$ cat src/common/vcr_defs.vh
// Constants for the VC0 resource register group: offsets, fields, resets
// Assumes 12-bit configuration byte addresses and 32-bit register words
`ifndef VCR_DEFS_VH
`define VCR_DEFS_VH

// ************************************************************
// Register offsets
// ************************************************************
`define VCR_OFS_CAP        12'h150
`define VCR_OFS_CTRL       12'h154
`define VCR_OFS_STAT       12'h158

// ************************************************************
// Capability word fields and values
// ************************************************************
`define VCR_CAP_PARB       8'h09
`define VCR_CAP_ASO        1'b0
`define VCR_CAP_REJSNP     1'b0
`define VCR_CAP_MAXSLOT    7'h7f
`define VCR_CAP_TBLOFS     8'h04

// ************************************************************
// Control word fields and resets
// ************************************************************
`define VCR_CTL_LOAD_BIT   16
`define VCR_CTL_SEL_LSB    17
`define VCR_CTL_VCID_LSB   24
`define VCR_CTL_EN_BIT     31
`define VCR_RST_TCMAP      8'hff
`define VCR_RST_SEL        3'h0
`define VCR_SEL_ALT        3'h3
`define VCR_VCID           3'h0
`define VCR_RST_EN         1'b1

// ************************************************************
// Status word fields
// ************************************************************
`define VCR_STAT_DIRTY_BIT 16
`define VCR_STAT_NEG_BIT   17

// ************************************************************
// Arbitration table shape
// ************************************************************
`define VCR_WRR_PHASES     128
`define VCR_PHASE_W        7
`define VCR_ENTRY_W        4
`define VCR_LAST_PHASE     7'h7f
`define VCR_PORTS_LO       3'h3
`define VCR_PORTS_HI       3'h4

`endif

$ cat src/hdl/vcr_preload.v
// Pre-use override of the traffic class map from sideband or EEPROM load
// Assumes the sideband and loader strobes are one-cycle pulses on clk
`timescale 1ns/1ps
`include "vcr_defs.vh"

module vcr_preload (
  // Clock and reset
  input  wire       clk,
  input  wire       nrst,
  // Override sources
  input  wire       sb_tcmap_wr,
  input  wire [7:0] sb_tcmap_data,
  input  wire       ee_tcmap_vld,
  input  wire [7:0] ee_tcmap_data,
  // Lock once software has touched the control word
  input  wire       sw_used,
  // Result toward the register bank
  output reg        pl_vld_ff,
  output reg  [7:0] pl_data_ff
);

  // ************************************************************
  // Override capture
  // ************************************************************
  reg       locked_ff;
  reg       nxt_vld;
  reg [7:0] nxt_data;

  // Sideband wins a same-cycle tie; it is the later, deliberate source
  always @* begin
    nxt_vld  = 1'b0;
    nxt_data = pl_data_ff;
    if (!locked_ff && !sw_used) begin
      if (sb_tcmap_wr) begin
        nxt_vld  = 1'b1;
        nxt_data = sb_tcmap_data;
      end else if (ee_tcmap_vld) begin
        nxt_vld  = 1'b1;
        nxt_data = ee_tcmap_data;
      end
    end
  end

  always @(posedge clk or negedge nrst) begin
    if (!nrst) begin
      locked_ff  <= 1'b0;
      pl_vld_ff  <= 1'b0;
      pl_data_ff <= `VCR_RST_TCMAP;
    end else begin
      pl_vld_ff  <= nxt_vld;
      pl_data_ff <= nxt_data;
      if (sw_used) begin
        locked_ff <= 1'b1;
      end
    end
  end

endmodule

$ cat src/hdl/vcr_regs.v
// VC0 resource register group: capability, control and status words
// Assumes one-cycle configuration requests; the answer follows one cycle later
//
// How it works
// - Port arbitration capability byte is read-only and reads 09h.
// - Weighted round robin uses 128 phases with three to four ports enabled.
// - Capability bit 14, advanced-switching-only flag, is read-only zero.
// - Capability bit 15, snoop rejection flag, is read-only zero.
// - Capability bits 22:16 report time slots minus one, reading 7Fh.
// - Capability bits 31:24 give table offset in 16-byte units, 04h.
// - Control bits 7:0 map traffic class n here when bit n set; reset FFh.
// - Traffic class map default may be overridden by sideband or EEPROM first.
// - Writing one to control bit 16 applies the table; reads zero.
// - Arbitration select 19:17 accepts 000b and 011b; others act as default.
// - Control bits 26:24, the VC identifier, read-only 000b.
// - Control bit 31 enable resets to one; VC0 stays active regardless.
// - Status bit 16 sets when software writes any table entry.
// - Status bit 16 clears once hardware finishes loading after a load.
// - Status bit 17 follows negotiation in progress; resets to zero.
// - Each held arbitration table entry is four bits wide.
`timescale 1ns/1ps
`include "vcr_defs.vh"

module vcr_regs (
  // Clock and reset
  input  wire                    clk,
  input  wire                    nrst,
  // Configuration access
  input  wire                    cfg_req,
  input  wire                    cfg_wr,
  input  wire [11:0]             cfg_addr,
  input  wire [3:0]              cfg_be,
  input  wire [31:0]             cfg_wdata,
  output reg                     cfg_ack_ff,
  output reg  [31:0]             cfg_rdata_ff,
  // Traffic class map override before software use
  input  wire                    sb_tcmap_wr,
  input  wire [7:0]              sb_tcmap_data,
  input  wire                    ee_tcmap_vld,
  input  wire [7:0]              ee_tcmap_data,
  // Programmed table side
  input  wire                    tbl_sw_wr,
  output wire [`VCR_PHASE_W-1:0] prog_idx,
  input  wire [`VCR_ENTRY_W-1:0] prog_entry,
  // Arbiter side
  input  wire [2:0]              ports_enabled,
  input  wire                    arb_advance,
  input  wire                    vc_neg_busy,
  output reg  [7:0]              tc_map_ff,
  output reg  [2:0]              arb_sel_ff,
  output reg                     wrr_active_ff,
  output reg  [`VCR_PHASE_W-1:0] arb_phase_ff,
  output wire [`VCR_ENTRY_W-1:0] arb_entry,
  output reg                     vc_active_ff,
  output wire                    tbl_loading
);

  // ************************************************************
  // Functions
  // ************************************************************
  // Merges one byte lane under its enable
  function [7:0] lane_merge;
    input [7:0] old_val;
    input [7:0] new_val;
    input       en;
    begin
      lane_merge = en ? new_val : old_val;
    end
  endfunction

  // Illegal selections fall back to the default scheme
  function [2:0] sel_legal;
    input [2:0] raw;
    begin
      if (raw == `VCR_SEL_ALT) begin
        sel_legal = `VCR_SEL_ALT;
      end else begin
        sel_legal = `VCR_RST_SEL;
      end
    end
  endfunction

  // ************************************************************
  // Address decode
  // ************************************************************
  reg hit_cap;
  reg hit_ctrl;
  reg hit_stat;

  always @* begin
    hit_cap  = 1'b0;
    hit_ctrl = 1'b0;
    hit_stat = 1'b0;
    if (cfg_addr == `VCR_OFS_CAP) begin
      hit_cap = 1'b1;
    end else if (cfg_addr == `VCR_OFS_CTRL) begin
      hit_ctrl = 1'b1;
    end else if (cfg_addr == `VCR_OFS_STAT) begin
      hit_stat = 1'b1;
    end
  end

  wire ctrl_wr = cfg_req && cfg_wr && hit_ctrl;

  // ************************************************************
  // Traffic class map override
  // ************************************************************
  wire       pl_vld;
  wire [7:0] pl_data;
  reg        sw_used_ff;

  // Locks on the first control write so software always has the last word
  vcr_preload u_preload (
    .clk           (clk),
    .nrst          (nrst),
    .sb_tcmap_wr   (sb_tcmap_wr),
    .sb_tcmap_data (sb_tcmap_data),
    .ee_tcmap_vld  (ee_tcmap_vld),
    .ee_tcmap_data (ee_tcmap_data),
    .sw_used       (sw_used_ff | ctrl_wr),
    .pl_vld_ff     (pl_vld),
    .pl_data_ff    (pl_data)
  );

  // ************************************************************
  // Control word
  // ************************************************************
  reg [2:0] sel_raw_ff;
  reg       en_ff;
  reg [7:0] nxt_tc_map;
  reg [2:0] nxt_sel_raw;
  reg       nxt_en;
  reg       load_req;
  reg [7:0] lane2;
  reg [7:0] lane3;

  always @* begin
    nxt_tc_map  = tc_map_ff;
    nxt_sel_raw = sel_raw_ff;
    nxt_en      = en_ff;
    load_req    = 1'b0;
    lane2       = lane_merge(8'h00, cfg_wdata[23:16], cfg_be[2]);
    lane3       = lane_merge(8'h00, cfg_wdata[31:24], cfg_be[3]);
    if (pl_vld) begin
      nxt_tc_map = pl_data;
    end
    if (ctrl_wr) begin
      // A preload landing in the same cycle survives a write that skips lane 0
      nxt_tc_map = lane_merge(nxt_tc_map, cfg_wdata[7:0], cfg_be[0]);
      if (cfg_be[2]) begin
        nxt_sel_raw = lane2[3:1];
        load_req    = lane2[0];
      end
      if (cfg_be[3]) begin
        nxt_en = lane3[7];
      end
    end
  end

  always @(posedge clk or negedge nrst) begin
    if (!nrst) begin
      tc_map_ff  <= `VCR_RST_TCMAP;
      sel_raw_ff <= `VCR_RST_SEL;
      en_ff      <= `VCR_RST_EN;
      sw_used_ff <= 1'b0;
    end else begin
      tc_map_ff  <= nxt_tc_map;
      sel_raw_ff <= nxt_sel_raw;
      en_ff      <= nxt_en;
      if (ctrl_wr) begin
        sw_used_ff <= 1'b1;
      end
    end
  end

  // ************************************************************
  // Table load and dirty flag
  // ************************************************************
  wire load_done;
  wire load_busy;
  reg  dirty_ff;
  reg  neg_ff;

  // A load asked for while one runs is dropped; the copy already covers it
  vcr_tbl_load u_tbl_load (
    .clk           (clk),
    .nrst          (nrst),
    .start         (load_req & ~load_busy),
    .busy          (load_busy),
    .done_ff       (load_done),
    .prog_idx_ff   (prog_idx),
    .prog_entry    (prog_entry),
    .arb_phase_idx (arb_phase_ff),
    .arb_entry_ff  (arb_entry)
  );

  assign tbl_loading = load_busy;

  // Set wins over the clear so a late table write is never lost
  always @(posedge clk or negedge nrst) begin
    if (!nrst) begin
      dirty_ff <= 1'b0;
      neg_ff   <= 1'b0;
    end else begin
      if (tbl_sw_wr) begin
        dirty_ff <= 1'b1;
      end else if (load_done) begin
        dirty_ff <= 1'b0;
      end
      neg_ff <= vc_neg_busy;
    end
  end

  // ************************************************************
  // Arbiter steering
  // ************************************************************
  wire wrr_ports = (ports_enabled >= `VCR_PORTS_LO) && (ports_enabled <= `VCR_PORTS_HI);

  always @(posedge clk or negedge nrst) begin
    if (!nrst) begin
      arb_sel_ff    <= `VCR_RST_SEL;
      wrr_active_ff <= 1'b0;
      arb_phase_ff  <= {`VCR_PHASE_W{1'b0}};
      vc_active_ff  <= 1'b0;
    end else begin
      arb_sel_ff    <= sel_legal(sel_raw_ff);
      wrr_active_ff <= (sel_legal(sel_raw_ff) == `VCR_SEL_ALT) && wrr_ports;
      // Enable is stored but cannot switch VC0 off
      vc_active_ff  <= 1'b1;
      if (!wrr_active_ff) begin
        arb_phase_ff <= {`VCR_PHASE_W{1'b0}};
      end else if (arb_advance) begin
        // Seven-bit phase wraps after phase 127
        arb_phase_ff <= arb_phase_ff + 1'b1;
      end
    end
  end

  // ************************************************************
  // Read data and answer
  // ************************************************************
  reg [31:0] rd_word;

  always @* begin
    rd_word = 32'h0000_0000;
    if (hit_cap) begin
      rd_word[7:0]   = `VCR_CAP_PARB;
      rd_word[14]    = `VCR_CAP_ASO;
      rd_word[15]    = `VCR_CAP_REJSNP;
      rd_word[22:16] = `VCR_CAP_MAXSLOT;
      rd_word[31:24] = `VCR_CAP_TBLOFS;
    end else if (hit_ctrl) begin
      rd_word[7:0]                     = tc_map_ff;
      rd_word[`VCR_CTL_LOAD_BIT]       = 1'b0;
      rd_word[`VCR_CTL_SEL_LSB+:3]     = sel_raw_ff;
      rd_word[`VCR_CTL_VCID_LSB+:3]    = `VCR_VCID;
      rd_word[`VCR_CTL_EN_BIT]         = en_ff;
    end else if (hit_stat) begin
      rd_word[`VCR_STAT_DIRTY_BIT] = dirty_ff;
      rd_word[`VCR_STAT_NEG_BIT]   = neg_ff;
    end
  end

  // Unmapped addresses still answer, with zero data
  always @(posedge clk or negedge nrst) begin
    if (!nrst) begin
      cfg_ack_ff   <= 1'b0;
      cfg_rdata_ff <= 32'h0000_0000;
    end else begin
      cfg_ack_ff <= cfg_req;
      if (cfg_req && !cfg_wr) begin
        cfg_rdata_ff <= rd_word;
      end
    end
  end

endmodule

$ cat src/hdl/vcr_tbl_load.v
// Copies the programmed port arbitration table into the applied table
// Assumes the programmed table answers its index within the same cycle
`timescale 1ns/1ps
`include "vcr_defs.vh"

module vcr_tbl_load (
  // Clock and reset
  input  wire                    clk,
  input  wire                    nrst,
  // Control
  input  wire                    start,
  output wire                    busy,
  output reg                     done_ff,
  // Programmed table read
  output reg  [`VCR_PHASE_W-1:0] prog_idx_ff,
  input  wire [`VCR_ENTRY_W-1:0] prog_entry,
  // Applied table read by the arbiter
  input  wire [`VCR_PHASE_W-1:0] arb_phase_idx,
  output reg  [`VCR_ENTRY_W-1:0] arb_entry_ff
);

  // ************************************************************
  // Copy sequencer
  // ************************************************************
  localparam [2:0] ST_IDLE = 3'b001;
  localparam [2:0] ST_COPY = 3'b010;
  localparam [2:0] ST_DONE = 3'b100;

  reg [2:0]              state_ff;
  reg [`VCR_ENTRY_W-1:0] tbl_ff [0:`VCR_WRR_PHASES-1];
  integer                i;

  assign busy = (state_ff != ST_IDLE);

  always @(posedge clk or negedge nrst) begin
    if (!nrst) begin
      state_ff    <= ST_IDLE;
      done_ff     <= 1'b0;
      prog_idx_ff <= {`VCR_PHASE_W{1'b0}};
      for (i = 0; i < `VCR_WRR_PHASES; i = i + 1) begin
        tbl_ff[i] <= {`VCR_ENTRY_W{1'b0}};
      end
    end else begin
      done_ff <= 1'b0;
      case (state_ff)
        ST_IDLE: begin
          prog_idx_ff <= {`VCR_PHASE_W{1'b0}};
          if (start) begin
            state_ff <= ST_COPY;
          end
        end
        ST_COPY: begin
          tbl_ff[prog_idx_ff] <= prog_entry;
          prog_idx_ff         <= prog_idx_ff + 1'b1;
          if (prog_idx_ff == `VCR_LAST_PHASE) begin
            state_ff <= ST_DONE;
          end
        end
        ST_DONE: begin
          done_ff  <= 1'b1;
          state_ff <= ST_IDLE;
        end
        default: begin
          state_ff <= ST_IDLE;
        end
      endcase
    end
  end

  // ************************************************************
  // Applied table read
  // ************************************************************
  always @(posedge clk or negedge nrst) begin
    if (!nrst) begin
      arb_entry_ff <= {`VCR_ENTRY_W{1'b0}};
    end else begin
      arb_entry_ff <= tbl_ff[arb_phase_idx];
    end
  end

endmodule
$ cat config.mk
export PLATFORM = sky130hd
export DESIGN_NAME = vcr_regs
export DESIGN_NICKNAME = d
export VERILOG_FILES = /design/src/hdl/vcr_preload.v /design/src/hdl/vcr_regs.v /design/src/hdl/vcr_tbl_load.v
export VERILOG_INCLUDE_DIRS = /design/src /design/src/common
export SDC_FILE = /design/constraint.sdc
export NUM_CORES = 1
export LEC_CHECK = 0
export ABC_AREA = 1
export BUFFER_PORTS_ARGS = -buffer_cell sky130_fd_sc_hd__buf_2
export CORE_ASPECT_RATIO = 0.6
export CORE_MARGIN = 2
export CORE_UTILIZATION = 35
export DETAILED_ROUTE_END_ITERATION = 16
export PLACE_DENSITY_LB_ADDON = 0.1
export RECOVER_POWER = 50
export SETUP_SLACK_MARGIN = 0.3
export SYNTH_ARGS = -nofsm -noshare
export SYNTH_HDL_FRONTEND = slang
export SYNTH_SLANG_ARGS = --single-unit
export TNS_END_PERCENT = 100
$ cat constraint.sdc
create_clock -name clk -period 4.1 [get_ports clk]
set_clock_uncertainty 0.15 [all_clocks]
set_input_delay 1.23 -clock clk [delete_from_list [all_inputs] [get_ports clk]]
set_output_delay 1.23 -clock clk [all_outputs]
set_load 0.1 [all_outputs]
* Word-level counts from Yosys, hierarchy flattened
Cells that the tools add are included.
W data, S select, Z words.
** Word-level totals
- Bits in registers :: 584
** Operators by class
- Add/subtract/negate cells :: 2
- Magnitude comparators :: 5
- Eq/ne operators :: 13
- Mux-type cells :: 42
- Bitwise logic cells :: 5
- Reductions and logical operators :: 17
** Operator list (count)
- $bwmux W512 :: 1
- $mux W8 :: 7
- $eq A12 B9 Y1 const B :: 3
- $bmux W4 S7 :: 1
- $demux W4 S7 :: 1
- $ge A8 B8 Y1 const B :: 2
- $mux W1 :: 16
- $mux W4 :: 4
- $not A7 Y8 :: 2
- $add A7 B1 Y7 const B :: 2
- $mux W7 :: 2
- $pmux W7 S2 :: 1
- $mux W3 :: 4
- $eq A3 B2 Y1 const B :: 3
- $lt A8 B1 Y1 const B :: 1
- $mux W2 :: 4
- $reduce_and A2 Y1 :: 4
- $eq A7 B7 Y1 const B :: 1
- $logic_and A1 B1 Y1 :: 7
- $pmux W3 S2 :: 1
- $reduce_bool A2 Y1 :: 3
- $ne A2 B1 Y1 const B :: 2
- $eq A3 B1 Y1 const B :: 1
- $eq A3 B3 Y1 const B :: 1
- other kinds (8) :: 10

* Depth between registers and ports, before layout
- Depth in word-level cells :: 8
- Depth in mapped cells :: 15

* Hierarchy
Synthesis repeated with hierarchy kept, for this count alone.
** Second synthesis, totals
- Cell total of the unflattened synthesis :: 3344
- Area, all modules :: 26750.7 um2
** By module, submodules not included
- vcr_tbl_load :: instances 1, cells an instance 3006, area each 24039.3 um2
- vcr_regs :: instances 1, cells an instance 269, area each 2188.3 um2
- vcr_preload :: instances 1, cells an instance 69, area each 523.0 um2

* Worst setup path after synthesis
Ideal clock, no wire load.
- Kind :: reg2out
- Start point :: reg cfg_rdata_ff[26] (netlist name)
- End point :: out cfg_rdata_ff[21]
- Arrival time :: 1373 ps
- Path slack :: 1347 ps
- Stages on the path, launching flop included :: 2
- Buffers on the path :: 1
- Cells stage by stage :: dfrtp_1 > buf_4
** RTL lines
- end, declared :: line vcr_regs.v:35 : output reg [31:0] cfg_rdata_ff,

* Final worst setup path
- Start point :: reg u_tbl_load.prog_idx_ff[1]
- End point :: reg u_tbl_load.tbl_ff[107] (netlist name)
** Between the ends
- Cells in the longest elaborated chain, start to end :: 6
- Elaborated cells on any way between the ends :: 7
** Ends and longest elaborated chain
- start, declared :: line vcr_tbl_load.v:15 : output reg [`VCR_PHASE_W-1:0] prog_idx_ff,
- start signal, assigned :: line vcr_tbl_load.v:39 : prog_idx_ff <= {`VCR_PHASE_W{1'b0}};
- start signal, assigned :: line vcr_tbl_load.v:47 : prog_idx_ff <= {`VCR_PHASE_W{1'b0}};
- start signal, assigned :: line vcr_tbl_load.v:54 : prog_idx_ff <= prog_idx_ff + 1'b1;
- $not A7 Y8 (not written as such) (*) :: line vcr_tbl_load.v:53 : tbl_ff[prog_idx_ff] <= prog_entry;
- $ge A8 B8 Y1 (not written as such) or $lt A8 B1 Y1 (tied branches) :: line vcr_tbl_load.v:53
- $logic_and A1 B1 Y1 (not written as such) :: line vcr_tbl_load.v:53
- $mux W4 (not written as such) :: line vcr_tbl_load.v:53
- $demux W4 S7 (*) :: line vcr_tbl_load.v:53
- $bwmux W512 (*) :: line vcr_tbl_load.v:53
- end signal, assigned by index :: line vcr_tbl_load.v:41 : tbl_ff[i] <= {`VCR_ENTRY_W{1'b0}};
- end signal, assigned by index :: line vcr_tbl_load.v:53
- end, declared :: line vcr_tbl_load.v:30 : reg [`VCR_ENTRY_W-1:0] tbl_ff [0:`VCR_WRR_PHASES-1];
Every way passes the cells marked *; elsewhere a longest branch is shown, timed or not.
A chain may end at the register's enable or synchronous reset.

==> impl_summary.md <==
Cells and area
In the layout the commonest cells are nand2_1 (1285), o21ai_0 (611), dfrtp_1 (556). Leaving out fill and tap cells, the most frequent cell in the layout is nand2_1. Relative to the synthesized area, the layout overhead comes to 13.5%. The layout cell share with drive strength beyond 1 is 0.100. The final-stage net count is 3700. The total inserted antenna cells is 0.

The combined flip-flop and latch cell area is 0.0145 mm^2. The end-of-flow core utilization is 0.402. The number of fill cells is 8203. The final design area excluding fillers is 0.0311 mm^2. For this run, the number of standard cells in the final layout without fillers is about 4700.

The total area of multi-input combinational cells is approximately 0.011 mm^2.

CTS
The tree built by TritonCTS fans out to a little under 600 sinks. The buffer cell driving the clock tree root is clkbuf_16. The H-tree generated during clock tree synthesis spans 2 levels. After clock tree synthesis, the clock-pin slew on the worst setup and hold paths is 0.07 ns. The quantity of hold-fixing buffers added after cts is 0.

The clock passes through at most 3 buffers. After clock tree synthesis, the setup repair step added 0 buffers. TritonCTS built the clock tree. The total of cells resized after clock tree synthesis is 0. At the later pin of the worst-skew pair, clock insertion delay measures 0.63 ns. TritonCTS created between 50 and 60 clock buffers.

Power and ir drop
Of the total power, the share spent switching nets is 0.266. The design draws 12.8 mW. The combinational share of power is 0.088. Of the total power, the clock network draws 0.453. Summed over all cells, the static leakage comes to 16.4 nW. In this run the power density over the cells is 411 mW/mm^2. The switching component of the power is approximately 3.4 mW. Cell internal power was estimated by the tool at 9.39 mW.

The sequential power share is 0.459. IR analysis of the VDD net gives a maximum drop of 0.312 mV.

Setup path
The worst setup path is captured at a flop. The launching element type of the critical path is a flop. The largest fanout on the critical path is 16.

The worst-path cell with the longest stage delay is clkbuf_1. The signal on the critical path passes through inv_1 -> nand2_1 -> nor3_4 -> clkbuf_1 -> nand2_1 -> o21ai_0. In this design, the critical path's most frequently occurring cell is nand2_1. The highest cell delay on the worst timing path is 1.42 ns. The required time reported for the critical path endpoint is 4.47 ns. The data arrival time at the worst-slack endpoint is 3.85 ns. Counting cells, the worst reg-to-reg path comes to 6.

The critical path is of the reg2reg type.

Floorplanning
The I/O pin count is 145. The floorplan step set the die height to 221 um. The placeable core region is 0.0775 mm^2. The width of the die is 365 um.

The starting density of the core is 0.354. The area enclosed by the die boundary is 0.0807 mm^2. Row generation in the floorplan step produced 79 rows.

Placed design
The count of buffers added on input and output ports is 108. The cell area after placement is 0.0293 mm^2. Timing analysis after detailed placement gives a worst setup slack of slightly below 0.9 ns. The number of placed cells counting well taps is around 4600. Once detailed placement completed, the half-perimeter wirelength came to around 55000 um. The routability-driven placement congestion ratio is 0.794.

STA
The actual slew at the worst max-slew pin is 1.96 ns. The count of pins over their slew limit is 223. The normalized max-slew margin is -0.305. The setup TNS after final layout is 0 ns. Setup violations remaining at the end of the flow were counted as 0. Setup repair after global routing left no endpoint under its margin.

Static timing analysis puts the maximum clock frequency at about 0.29 GHz. In the post-route analysis, the smallest setup slack over all paths is 0.619 ns. On the final layout, the worst hold slack is ~0.29 ns. In the finished design, the share of the clock period the worst path needs comes to 0.849. The clock period minus worst slack is ~3.5 ns. The final count of hold timing violations came to 0.

Global route
The via count of the first global-routing pass is roughly 22000. Entering global routing, the biggest net connects about 130 pins. The wire length of the first global-routing pass is 137000 um. The number of antenna violations at the first check in global routing came to 0.

The total overflow reported by the global router is 0. Across every metal layer, demand over resource in global routing totals 0.219.

Logic synthesis
The number of cells produced by synthesis is 3552. The proportion of synthesized chip area in sequential cells is 0.527. The flip-flop and latch count after synthesis is 577. The count of yosys warnings during synthesis is 0. Yosys mapped a number of flops with a built-in enable equal to 0. In this run, distinct cell masters in the synthesized netlist total 39. In the synthesized netlist the dominant register cell turns out to be dfrtp_1. The share of synthesized registers carrying an async set or reset is 1.00.

The post-synthesis cell area is 0.0274 mm^2. A synthesized cell averages 7.72 um^2.

Route
The pre-antenna-repair detailed-routing pass consisted of 7 iterations. Across all layers, the routed design uses 23000 vias. Dividing the detail-routed via count by the number of cells gives 4.87. The residual DRC count is 0. For this block, the routed nets add up to 87400 um of wire.

The post-detailed-route wirelength per cell is between 15 and 20 um. The detail route stage leaves a number of antenna-violating nets equal to 0. The starting DRC count in detailed routing is 2257.

Status
The final reports fail on max-capacitance violations, max-slew violations. The flow ran to the end, but the final reports show violations.

Min path
The worst hold path depth is 1. The min-delay analysis places its worst path in the category reg2reg.

Run
Max-cap violations in this run came to 4.
kinds of logic after synthesis:
logic type,Yosys count,synth area share
simple gates,1857,0.275
compound gates,680,0.125
flops,577,0.527
buf+inv,422,0.0662
mux,12,0.00493
fa+ha+maj,2,0.000912
other cells,2,0.000274
cell type report:
type / instances / share of cell area
clock inverter: 20 / 0.0101
clock buffer: 85 / 0.0554
tap: 1053 / 0.0423
inverter: 232 / 0.0287
multi-input combinational: 2568 / 0.360
sequential: 577 / 0.465
timing repair buffer: 181 / 0.0392
per-layer routing:
metal,GRT usage,routed length (um)
met2,0.287,33300
met1,0.366,48000
met3,0.0425,4890
met4,0.0360,1210
met5,0,0
worst max-delay path, delay by kind of cell, from the launching register on:
family	cells	cell delay (ns)
and+or+nand+nor	3	0.87
DFF	1	0.46
buffers and inverters	2	1.52
AOI/OAI and AO/OA	1	0.35
state kept, by name, indices dropped and copies added (netlist names):
| register | cells |
|---|---|
| sel_raw_ff | 3 |
| arb_sel_ff | 1 |
| arb_phase_ff | 7 |
| wrr_active_ff | 1 |
| u_tbl_load.done_ff | 1 |
| u_preload.pl_vld_ff | 1 |
| sw_used_ff | 1 |
| u_tbl_load.prog_idx_ff | 7 |
| u_tbl_load.tbl_ff | 512 |
| u_preload.pl_data_ff | 8 |
| en_ff | 1 |
| u_tbl_load.state_ff | 3 |
| neg_ff | 1 |
| u_tbl_load.arb_entry_ff | 4 |
| cfg_rdata_ff | 14 |
| dirty_ff | 1 |
| tc_map_ff | 8 |
| u_preload.locked_ff | 1 |
| vc_active_ff | 1 |
| cfg_ack_ff | 1 |
path summary, 6_finish.rpt:
| kind | from | endpoint | slack [ns] |
|---|---|---|---|
| worst max-delay path | u_tbl_load.prog_idx_ff[1] | u_tbl_load.tbl_ff[107] | 0.62 |
| worst min-delay path | u_tbl_load.done_ff | dirty_ff | 0.29 |
| worst max register to register | u_tbl_load.prog_idx_ff[1] | u_tbl_load.tbl_ff[107] | 0.62 |
| worst min register to register | u_tbl_load.done_ff | dirty_ff | 0.29 |
| max in group asynchronous | nrst | u_tbl_load.tbl_ff[393] | 0.73 |
| min in group asynchronous | nrst | u_tbl_load.tbl_ff[87] | 0.92 |
power groups by stage:
stage | Clock, mW | Combinational, mW | Sequential [mW]
finish | 5.80 | 1.12 | 5.88
global route | 6.17 | 1.22 | 5.89
CTS | 5.94 | 1.16 | 5.88
detailed placement | 0 | 1.16 | 5.98
global placement | 0 | 1.16 | 5.98
floorplan | 0 | 0.487 | 6.21
synth_stat cells, types with 2 or more instances:
cell type / count / area [um^2]
conb_1: 2 / 7.51
dfstp_2: 18 / 473
nor2_4: 5 / 56.3
inv_1: 223 / 837
dfrtp_1: 559 / 14000
mux2_2: 12 / 135
o21ai_1: 20 / 100
clkbuf_1: 85 / 319
nor3_1: 5 / 25.0
buf_1: 6 / 22.5
a21oi_1: 34 / 170
buf_2: 66 / 330
nor2_1: 268 / 1010
nand3_1: 220 / 1100
nor3_4: 4 / 65.1
nand2_1: 1284 / 4820
a31oi_1: 3 / 18.8
ha_1: 2 / 25.0
o31ai_1: 7 / 52.6
buf_6: 6 / 67.6
clkinv_1: 2 / 7.51
inv_2: 6 / 22.5
nor2_2: 14 / 87.6
o21ai_0: 611 / 3060
nand4_1: 3 / 18.8
buf_4: 27 / 203
nand2_2: 48 / 300
Note: power is estimated with default switching activity, not from simulation.
